==> src/logic/ppp_defs.svh <==
// constants for the printer parallel port pin block
`ifndef PPP_DEFS_SVH
`define PPP_DEFS_SVH

// clock period and strobe timing
`define PPP_CLK_NS       100
`define PPP_STROBE_NS    500
`define PPP_STROBE_CYC   ((`PPP_STROBE_NS + `PPP_CLK_NS - 1) / `PPP_CLK_NS)

// command word layout in the fifo
`define PPP_CMD_W        10
`define PPP_CMD_WR_BIT   9
`define PPP_CMD_AD_BIT   8
`define PPP_FIFO_DEPTH   4

// positions in the synchronised pin vector
`define PPP_SY_BUSY      0
`define PPP_SY_ACK       1
`define PPP_SY_ERR       2
`define PPP_SY_PE        3
`define PPP_SY_ONL       4
`define PPP_SY_DLO       5
`define PPP_SY_DHI       12
`define PPP_SY_W         13

// reset values
`define PPP_RST_BUF_OE   1'b1

`endif

==> src/logic/ppp_pkg.sv <==
// types of the printer parallel port pin block
`include "ppp_defs.svh"
package ppp_pkg;

    // transfer sequencer states, one-hot
    typedef enum logic [4:0] {
        ST_IDLE   = 5'h01,
        ST_SETUP  = 5'h02,
        ST_STROBE = 5'h04,
        ST_HOLD   = 5'h08,
        ST_ERR    = 5'h10
    } ppp_state_e;

    // whole state of the port module
    typedef struct packed {
        logic [`PPP_SY_W-1:0] sy1;
        logic [`PPP_SY_W-1:0] sy2;
        ppp_state_e           st;
        logic                 epp;
        logic                 bidir;
        logic                 is_write;
        logic                 is_addr;
        logic [3:0]           cnt;
        logic [7:0]           dat;
        logic                 init;
        logic                 sel;
        logic                 stb;
        logic                 alf;
        logic                 lwe;
        logic                 boe;
        logic [7:0]           pdo;
        logic                 busy;
        logic                 ack;
        logic                 irq;
        logic                 err;
        logic                 pe;
        logic                 onl;
        logic                 rdv;
        logic [7:0]           rdd;
        logic                 act;
    } ppp_main_s;

endpackage : ppp_pkg

==> src/logic/ppp_fifo.sv <==
// command fifo with registered read data
`timescale 1ns/100ps
module ppp_fifo #(
    parameter int W = 8,
    parameter int D = 4
) (
    input  wire logic         i_clk_sys,
    input  wire logic         i_reset_n,
    input  wire logic         i_valid,
    input  wire logic [W-1:0] i_data,
    output logic              o_ready,
    output logic              o_valid,
    output logic [W-1:0]      o_data,
    input  wire logic         i_ready
);
    localparam int AW = $clog2(D);

    typedef struct packed {
        logic [D-1:0][W-1:0] mem;
        logic [AW-1:0]       wp;
        logic [AW-1:0]       rp;
        logic [AW:0]         cnt;
        logic                rdy;
        logic [W-1:0]        out;
        logic                ov;
    } ppp_fifo_s;

    ppp_fifo_s s;
    ppp_fifo_s next_s;

    ////////////////////////////////////////////////////////////////////
    // push, pop into the output register, level count
    always_comb
    begin
        logic push;
        logic pop;
        push   = 1'b0;
        pop    = 1'b0;
        next_s = s;
        push   = i_valid && s.rdy;
        if (i_ready && s.ov)
            next_s.ov = 1'b0;
        if (!next_s.ov && s.cnt != '0)
        begin
            next_s.out = s.mem[s.rp];
            next_s.ov  = 1'b1;
            next_s.rp  = s.rp + 1'b1; // depth is a power of two
            pop        = 1'b1;
        end
        if (push)
        begin
            next_s.mem[s.wp] = i_data;
            next_s.wp        = s.wp + 1'b1;
        end
        if (push && !pop)
            next_s.cnt = s.cnt + 1'b1;
        else if (!push && pop)
            next_s.cnt = s.cnt - 1'b1;
        // ready from a flop: no combinational path back to the source
        next_s.rdy = (next_s.cnt != (AW+1)'(D));
    end

    always_ff @(posedge i_clk_sys or negedge i_reset_n)
    begin
        if (!i_reset_n)
        begin
            s     <= '0;
            s.rdy <= 1'b1;
        end
        else
            s <= next_s;
    end

    assign o_ready = s.rdy;
    assign o_valid = s.ov;
    assign o_data  = s.out;

endmodule : ppp_fifo

==> src/logic/ppp_port.sv <==
// printer parallel port pin sequencer, standard and epp modes
//
// Notes on behaviour
// - epp mode: wait pin adds wait states to the running cycle.
// - an output tells the printer to start its initialisation.
// - unidirectional: latch enable loads the data byte into external latch.
// - bidirectional: latch enable becomes data port address decode.
// - bidirectional: buffer enable on while driving, off while reading.
// - standard mode: select output selects the attached peripheral.
// - epp mode: address strobe only during address register accesses.
// - standard mode: strobe pulse makes peripheral latch the data lines.
// - epp mode: write indication during writes, inactive during reads.
// - ack pin is acknowledge in standard mode, interrupt in epp.
// - auto linefeed in standard mode, data strobe in epp mode.
`timescale 1ns/100ps
`include "ppp_defs.svh"
module ppp_port (
    input  wire logic       i_clk_sys,
    input  wire logic       i_reset_n,
    input  wire logic       i_mode_epp,
    input  wire logic       i_bidir,
    input  wire logic       i_init_req,
    input  wire logic       i_select_req,
    input  wire logic       i_linefeed_req,
    input  wire logic       i_cmd_valid,
    input  wire logic       i_cmd_write,
    input  wire logic       i_cmd_addr,
    input  wire logic [7:0] i_cmd_data,
    output logic            o_cmd_ready,
    output logic            o_rd_valid,
    output logic [7:0]      o_rd_data,
    output logic            o_xfer_busy,
    input  wire logic       i_busy_wait,
    input  wire logic       i_ack_intr,
    input  wire logic       i_error,
    input  wire logic       i_no_paper_flag,
    input  wire logic       i_printer_online_in,
    input  wire logic [7:0] i_port_data,
    output logic            o_init_printer,
    output logic            o_select_printer_out,
    output logic            o_data_latch_strobe,
    output logic            o_auto_linefeed,
    output logic            o_port_data_latch_we,
    output logic            o_port_out_buf_oe,
    output logic [7:0]      o_port_data,
    output logic            o_printer_busy,
    output logic            o_printer_ack,
    output logic            o_epp_irq,
    output logic            o_printer_error,
    output logic            o_no_paper,
    output logic            o_printer_online
);
    ppp_pkg::ppp_main_s           s;
    ppp_pkg::ppp_main_s           next_s;
    logic                         f_valid;
    logic [`PPP_CMD_W-1:0]        f_data;
    logic                         f_ready;

    ////////////////////////////////////////////////////////////////////
    // command buffer; the sequencer only drains it while idle
    assign f_ready = (s.st == ppp_pkg::ST_IDLE);

    ppp_fifo #(
        .W (`PPP_CMD_W),
        .D (`PPP_FIFO_DEPTH)
    ) u_fifo (
        .i_clk_sys (i_clk_sys),
        .i_reset_n (i_reset_n),
        .i_valid   (i_cmd_valid),
        .i_data    ({i_cmd_write, i_cmd_addr, i_cmd_data}),
        .o_ready   (o_cmd_ready),
        .o_valid   (f_valid),
        .o_data    (f_data),
        .i_ready   (f_ready)
    );

    ////////////////////////////////////////////////////////////////////
    // sequencer and pin mapping
    always_comb
    begin
        logic act;
        logic acc;
        logic wait_s;
        act    = 1'b0;
        acc    = 1'b0;
        wait_s = 1'b0;
        next_s = s;
        // pins cross in through two flops before any use
        next_s.sy1 = {i_port_data, i_printer_online_in, i_no_paper_flag,
                      i_error, i_ack_intr, i_busy_wait};
        next_s.sy2 = s.sy1;
        wait_s     = s.sy2[`PPP_SY_BUSY];
        next_s.rdv = 1'b0;

        unique case (s.st)
            ppp_pkg::ST_IDLE:
            begin
                // mode only changes between transfers, never mid-cycle
                next_s.epp   = i_mode_epp;
                next_s.bidir = i_bidir;
                if (f_valid)
                begin
                    next_s.is_write = f_data[`PPP_CMD_WR_BIT];
                    next_s.is_addr  = f_data[`PPP_CMD_AD_BIT];
                    next_s.dat      = f_data[7:0];
                    next_s.st       = ppp_pkg::ST_SETUP;
                end
            end
            ppp_pkg::ST_SETUP:
            begin
                next_s.cnt = 4'(`PPP_STROBE_CYC - 1);
                next_s.st  = ppp_pkg::ST_STROBE;
            end
            ppp_pkg::ST_STROBE:
            begin
                // both modes hold the full width first; this also covers
                // the two sync flops ahead of a wait raised at strobe start
                if (s.cnt != 4'h0)
                    next_s.cnt = s.cnt - 4'h1;
                else if (!(s.epp && wait_s))
                    next_s.st = ppp_pkg::ST_HOLD;
            end
            ppp_pkg::ST_HOLD:
            begin
                if (!s.is_write)
                begin
                    next_s.rdv = 1'b1;
                    next_s.rdd = s.sy2[`PPP_SY_DHI:`PPP_SY_DLO];
                end
                next_s.st = ppp_pkg::ST_IDLE;
            end
            default:
                next_s.st = ppp_pkg::ST_IDLE; // illegal one-hot code
        endcase

        act = (next_s.st != ppp_pkg::ST_IDLE);
        acc = (next_s.st == ppp_pkg::ST_STROBE);
        next_s.act  = act;
        next_s.pdo  = next_s.dat;
        next_s.init = i_init_req;

        // shared pins take their meaning from the mode
        if (next_s.epp)
        begin
            next_s.sel = acc && next_s.is_addr;
            next_s.alf = acc && !next_s.is_addr;
            next_s.stb = act && next_s.is_write;
        end
        else
        begin
            next_s.sel = i_select_req;
            next_s.alf = i_linefeed_req;
            next_s.stb = acc && next_s.is_write;
        end

        // external latch and buffer controls
        if (next_s.bidir)
            next_s.lwe = act && !next_s.is_addr;
        else
            next_s.lwe = (next_s.st == ppp_pkg::ST_SETUP)
                         && next_s.is_write;
        next_s.boe = !(next_s.bidir && act && !next_s.is_write);

        // status pins; busy, ack and irq set by mode, error, paper and online pass through
        next_s.busy = !next_s.epp && s.sy2[`PPP_SY_BUSY];
        next_s.ack  = !next_s.epp && s.sy2[`PPP_SY_ACK];
        next_s.irq  = next_s.epp && s.sy2[`PPP_SY_ACK];
        next_s.err  = s.sy2[`PPP_SY_ERR];
        next_s.pe   = s.sy2[`PPP_SY_PE];
        next_s.onl  = s.sy2[`PPP_SY_ONL];
    end

    // async reset to constants only
    always_ff @(posedge i_clk_sys or negedge i_reset_n)
    begin
        if (!i_reset_n)
        begin
            s     <= '0;
            s.st  <= ppp_pkg::ST_IDLE;
            s.boe <= `PPP_RST_BUF_OE;
        end
        else
            s <= next_s;
    end

    ////////////////////////////////////////////////////////////////////
    // outputs straight from the state flops
    assign o_rd_valid           = s.rdv;
    assign o_rd_data            = s.rdd;
    assign o_xfer_busy          = s.act;
    assign o_init_printer       = s.init;
    assign o_select_printer_out = s.sel;
    assign o_data_latch_strobe  = s.stb;
    assign o_auto_linefeed      = s.alf;
    assign o_port_data_latch_we = s.lwe;
    assign o_port_out_buf_oe    = s.boe;
    assign o_port_data          = s.pdo;
    assign o_printer_busy       = s.busy;
    assign o_printer_ack        = s.ack;
    assign o_epp_irq            = s.irq;
    assign o_printer_error      = s.err;
    assign o_no_paper           = s.pe;
    assign o_printer_online     = s.onl;
endmodule : ppp_port

==> config.mk <==
export PLATFORM = sky130hd
export DESIGN_NAME = ppp_port
export DESIGN_NICKNAME = d
export VERILOG_FILES = /design/src/logic/ppp_pkg.sv /design/src/logic/ppp_fifo.sv /design/src/logic/ppp_port.sv
export VERILOG_INCLUDE_DIRS = /design/src /design/src/logic
export SDC_FILE = /design/constraint.sdc
export NUM_CORES = 1
export LEC_CHECK = 0
export ABC_AREA = 1
export BUFFER_PORTS_ARGS = -buffer_cell sky130_fd_sc_hd__buf_4
export CORE_ASPECT_RATIO = 1.75
export CORE_MARGIN = 5
export CORE_UTILIZATION = 52
export CTS_CLUSTER_SIZE = 40
export DETAILED_ROUTE_END_ITERATION = 6
export GPL_TIMING_DRIVEN = 0
export PLACE_DENSITY = 0.8
export SLEW_MARGIN = 20
export SYNTH_ARGS = -nofsm -noshare
export SYNTH_HDL_FRONTEND = slang
export SYNTH_HIERARCHICAL = 1
export SYNTH_SLANG_ARGS = --single-unit
export TNS_END_PERCENT = 30
==> constraint.sdc <==
create_clock -name i_clk_sys -period 1.5 [get_ports i_clk_sys]
set_input_delay 0.3 -clock i_clk_sys [delete_from_list [all_inputs] [get_ports i_clk_sys]]
set_output_delay 0.3 -clock i_clk_sys [all_outputs]
set_load 0.005 [all_outputs]
# Word level (Yosys, flattened, before mapping)
# Index checks and enable logic that the tools add are counted.
word_totals:
  ff_bits: 128
  latchBits: 0
  ramBits: 0
  mem_bits_ro: 0
  in_bits: 31
  out_inout_bits: 31
  word_cells: 105
  mem_count: 0
op_classes:
  n_addsub: 5
  multipliers: 0
  div: 0
  order_cmp: 3
  eq_ne: 9
  n_shift: 0
  muxes: 22
  n_bitwise: 1
  reduce_logical: 31
op_table:
  columns: ["cell", "n"]
  rows:
  - ["40-bit bitwise mux", 1]
  - ["10-bit binary-select mux with 2-bit select", 1]
  - ["10-bit demux with 2-bit select", 1]
  - ["10-bit 2-to-1 mux", 2]
  - ["1-bit logical AND", 18]
  - ["9-bit 2-to-1 mux", 2]
  - ["5-bit 2-to-1 mux", 3]
  - ["5-bit case mux with 3 select lines", 1]
  - ["5-bit by 2-bit equality test with 1-bit output (second input constant)", 2]
  - ["5-bit by 3-bit equality test with 1-bit output (second input constant)", 2]
  - ["3-bit 2-to-1 mux", 3]
  - ["4-bit 2-to-1 mux", 2]
  - ["4-bit case mux with 2 select lines", 1]
  - ["1-bit zero test", 7]
  - ["2-bit by 3-bit < comparator with 1-bit output (second input constant)", 2]
  - ["2-bit AND reduction", 3]
  - ["5-bit by 1-bit equality test with 1-bit output (second input constant)", 1]
  - ["5-bit by 4-bit equality test with 1-bit output (second input constant)", 1]
  - ["5-bit by 1-bit != test with 1-bit output (second input constant)", 1]
  - ["2-bit by 1-bit adder with 2-bit output (second input constant)", 2]
  - ["1-bit 2-to-1 mux", 4]
  - ["4-bit nonzero test", 1]
  - ["4-bit by 1-bit subtractor with 4-bit output (second input constant)", 1]
  - ["3-bit by 1-bit adder with 3-bit output (second input constant)", 1]
  - ["8 further kinds", 8]

# Depth between registers and ports, before layout
depth:
  ltp_word: 10
  mapped_depth: 13
  mapped_depth_nobuf: 13

# Hierarchy
# The synthesis kept the hierarchy.
modules_own_cells:
  columns: ["module", "instances", "cells_each", "area_each_um2", "seq_area_each_um2"]
  rows:
  - ["ppp_fifo", 1, 309, 2722.6, 1477.7]
  - ["ppp_port", 1, 229, 2503.7, 1729.2]

# Least setup slack after synthesis
# No wires, ideal clock.
synth_path:
  path_kind: "reg-to-reg"
  startpoint: "register s[46] (netlist bit)"
  endpoint: "register u_fifo.s (netlist bit u_fifo/o_ready)"
  setup_ps: 77
  t_arrival_ps: 1463
  t_required_ps: 1423
  slack_ps: -40
  path_stages_with_launch: 12
  n_path_buf: 0
  period_less_slack_ps: 1540
  path_cell_list: "dfstp_2 inv_1 nor2_2 nand3_4 inv_2 inv_1 nand2_4 nand3_1 nand3_1 nand2_2 nor2_1 nand2_1"
synth_lines:
  columns: ["element", "line_no", "text"]
  rows:
  - ["start: declaration", "ppp_port.sv:53", "ppp_pkg::ppp_main_s s;"]
  - ["start signal: assignment", "ppp_port.sv:183", "s <= next_s;"]
  - ["end signal: assignment", "ppp_fifo.sv:71", "s <= next_s;"]
  - ["end: declaration", "ppp_fifo.sv:28", "ppp_fifo_s s;"]

==> run_results.csv <==
group,metric,value,unit
outcome,outcome,"finished, violations left",
outcome,violations,"setup timing",
floorplan,ios,62,
synth,synthesis.nets,578,
timing,setup_viol_count_final,2,
timing,fin_crit_sh,100,%
floorplan,fp.dieW,85.8,um
synth,synth_edf_count,0,
placed_design,portBuffers,61,
routing,initialDrtViolationCount,252,
timing,grt_setup_unrepaired,"true",
clocking,htree_levels,4,
synth,avgSynthCellArea,9.71,um^2
synth,synthTopCellsByCount,"134 x nand2_1, 125 x dfrtp_1, 66 x nor2_1",
finish,design_area,6780,um^2
clocking,clk_pin_slew,0.06,ns
placed_design,dpl_worst_slack,-0.191,ns
finish,num-nets-final,679,
timing,hold_slack,0.0915,ns
synth,yosysTopAreaCellShare,59.9,%
global_routing,grt_pass1_vias,4119,
floorplan,fp.coreArea,9850,um^2
timing,finClkSkew,0.00587,ns
floorplan,initial_core_util,53.1,%
global_routing,grt_antenna_before_repair,0,
synth,yosysMostFrequentCell,"nand2_1",
synth,synth.yosys.warnings,6,
routing,vias,3940,
routing,dr.pass1.iters,5,
worst_setup_path,crit_type,"register to register",
finish,diodes,0,
power,power_density,2130,nW/um^2
worst_setup_path,cp-start-kind,"register",
timing,drv_slew,0,
power,irDropWorstVdd,1330,uV
floorplan,die_area,12200,um^2
timing,min_period,1.50,ns
placed_design,placed_cells,725,
worst_setup_path,critPathMaxFanout,5,
finish,fin_util,68.9,%
routing,routed_via_density,5.07,
timing,layout_setup_ws,-0.00435,ns
synth,ys.flop_type,"dfrtp_1",
hold_path,hold_class,"input port to register",
synth,synth.area.top_cells,"dfrtp_1 60%, nand2_1 9.6%, nor2_1 4.7%",
clocking,clk_latency,0.41,ns
global_routing,grt_overflow,0,
timing,tightestPinTransition,0.594,ns
finish,drive_above_1_share,28.5,%
job,maxCapViolations,0,
global_routing,grt.busiest_layer,"met2",
timing,fin_setup_tns,-0.00638,ns
global_routing,grt_use_met2,38.2,%
synth,ys_seq_area_share,61.4,%
finish,layout-area-overhead-vs-synth,29.8,%
placed_design,gp_congestion,0.842,
floorplan,rows,48,
worst_setup_path,reg2reg_slack,-0.004,ns
global_routing,grt_pass1_wl,19400,um
placed_design,dp_hpwl,7730,um
clocking,root_buffer,"clkbuf_16",
global_routing,grt_use_met3,5.31,%
worst_setup_path,crit_path_end_kind,"register",
worst_setup_path,arrival,1.85,ns
synth,synthesis.area,5230,um^2
global_routing,use_met1,21.4,%
synth,synthArstFlopShare,100,%
placed_design,placed_cell_area,5880,um^2
routing,wl,11600,um
timing,max_slew_margin,60.4,%
synth,syn_inst,538,
synth,yosysUniqueCellTypes,30,
power,p_leak,3.45,nW
synth,yosysTopAreaCell,"dfrtp_1",
global_routing,grt_max_degree,66,
routing,drc,0,
clocking,cts_tree,"done",
finish,final_cells,777,
timing,max_freq,665,MHz
floorplan,die_y,143,um
clocking,cts-buffers-inserted,17,
global_routing,grt_usage,20.6,%
clocking,cts_sinks,128,
finish,fillerInstances,731,
clocking,clockBufferDepth,2,
timing,hold_viol_final,0,
routing,avgRoutedWirePerCell,14.9,um
synth,synth-seq-cells,128,
power,power,14.4,mW
worst_setup_path,cp.required,1.84,ns
routing,drtAntennaViolNets,0,
per-layer routing:
layer | part of all wire, % | up-vias
li1 | - | 1867
met1 | 34 | 1894
met2 | 57 | 147
met3 | 5.6 | 32
met4 | 2.9 | 0
met5 | 0 | -
sequential cells by signal, summed over array words and instances (netlist names), 8 cells and up:
register / cells
s: 23
o_rd_data: 8
u_fifo/s: 47
o_port_data: 8
u_fifo/o_data: 10
next_s: 16
power breakdown:
group / total [mW] / internal, mW / switching, mW / leakage (nW)
clock network: 4.35 / 2.87 / 1.47 / 0.303
registers: 5.25 / 4.59 / 0.668 / 1.57
logic: 4.81 / 2.10 / 2.71 / 1.58
total: 14.4 / 9.56 / 4.86 / 3.45
final cells by class:
type / count / area, um^2 / share of cell area (%)
inverters: 43 / 174 / 2.56
plain buffers: 42 / 305 / 4.50
flip-flops and latches: 128 / 3210 / 47.3
clock inverters: 12 / 183 / 2.69
well taps: 125 / 156 / 2.31
clock buffers: 20 / 457 / 6.73
repair buffers: 82 / 684 / 10.1
multi-input cells: 325 / 1620 / 23.8
cells by family after synthesis:
logic type | synth area share [%]
other | 0.0718
AO/OA/AOI/OAI | 7.61
AND/OR/NAND/NOR | 19.2
buffers and inverters | 8.95
adder cells (fa/ha/maj) | 2.15
XOR/XNOR | 0.503
multiplexers | 0.192
flip-flops | 61.4
layout by cell type, fill, tap and decap left out, types with 2 or more instances in the layout:
master and count:
a31oi_1 10, buf_2 7, buf_4 90, buf_6 6, bufinv_16 4, clkbuf_1 2
clkbuf_16 17, clkbuf_2 3, clkbuf_8 2, clkinv_4 3, clkinvlp_4 3, dfrtp_1 125
dfstp_2 3, dlygate4sd3_1 15, ha_1 9, inv_1 32, inv_2 8, inv_4 2
nand2_1 131, nand2_2 9, nand2_4 4, nand3_1 14, nand3_2 3, nor2_1 58
nor2_2 8, nor2_4 5, o21ai_0 15, o21ai_1 47, o21ai_2 2, xor2_1 3
worst paths after layout:
check,start,to,cells after the start
hold / removal,i_select_req,o_select_printer_out,3
min in group asynchronous,i_reset_n,u_fifo/s[12],2
setup reg to reg,s[46],u_fifo/o_ready,13
setup / recovery,s[46],u_fifo/o_ready,13
max in group asynchronous,i_reset_n,u_fifo/o_data[5],3
hold reg to reg,next_s[57],s[57],0
worst max-delay path, cell delays in order, from the launching register on:
cell and delay [ns]:
dfstp_2 0.53, inv_2 0.04, nor2_4 0.09, nand3_4 0.09
inv_4 0.06, inv_2 0.03, nand2_4 0.09, nand2_8 0.09
inv_8 0.08, nand3_2 0.07, nand2_1 0.07, nand2_1 0.07
nand2_2 0.07, nand2_1 0.05
timing repair:
action	in CTS	in global routing
resized for setup	11	12
hold buffers	15	0
buffers inserted	3	1
cloned	1	0
setup endpoints to repair	16	21
endpoints found under the hold margin	75	0
pin swaps	5	0
(Power assumes the default switching activity.)
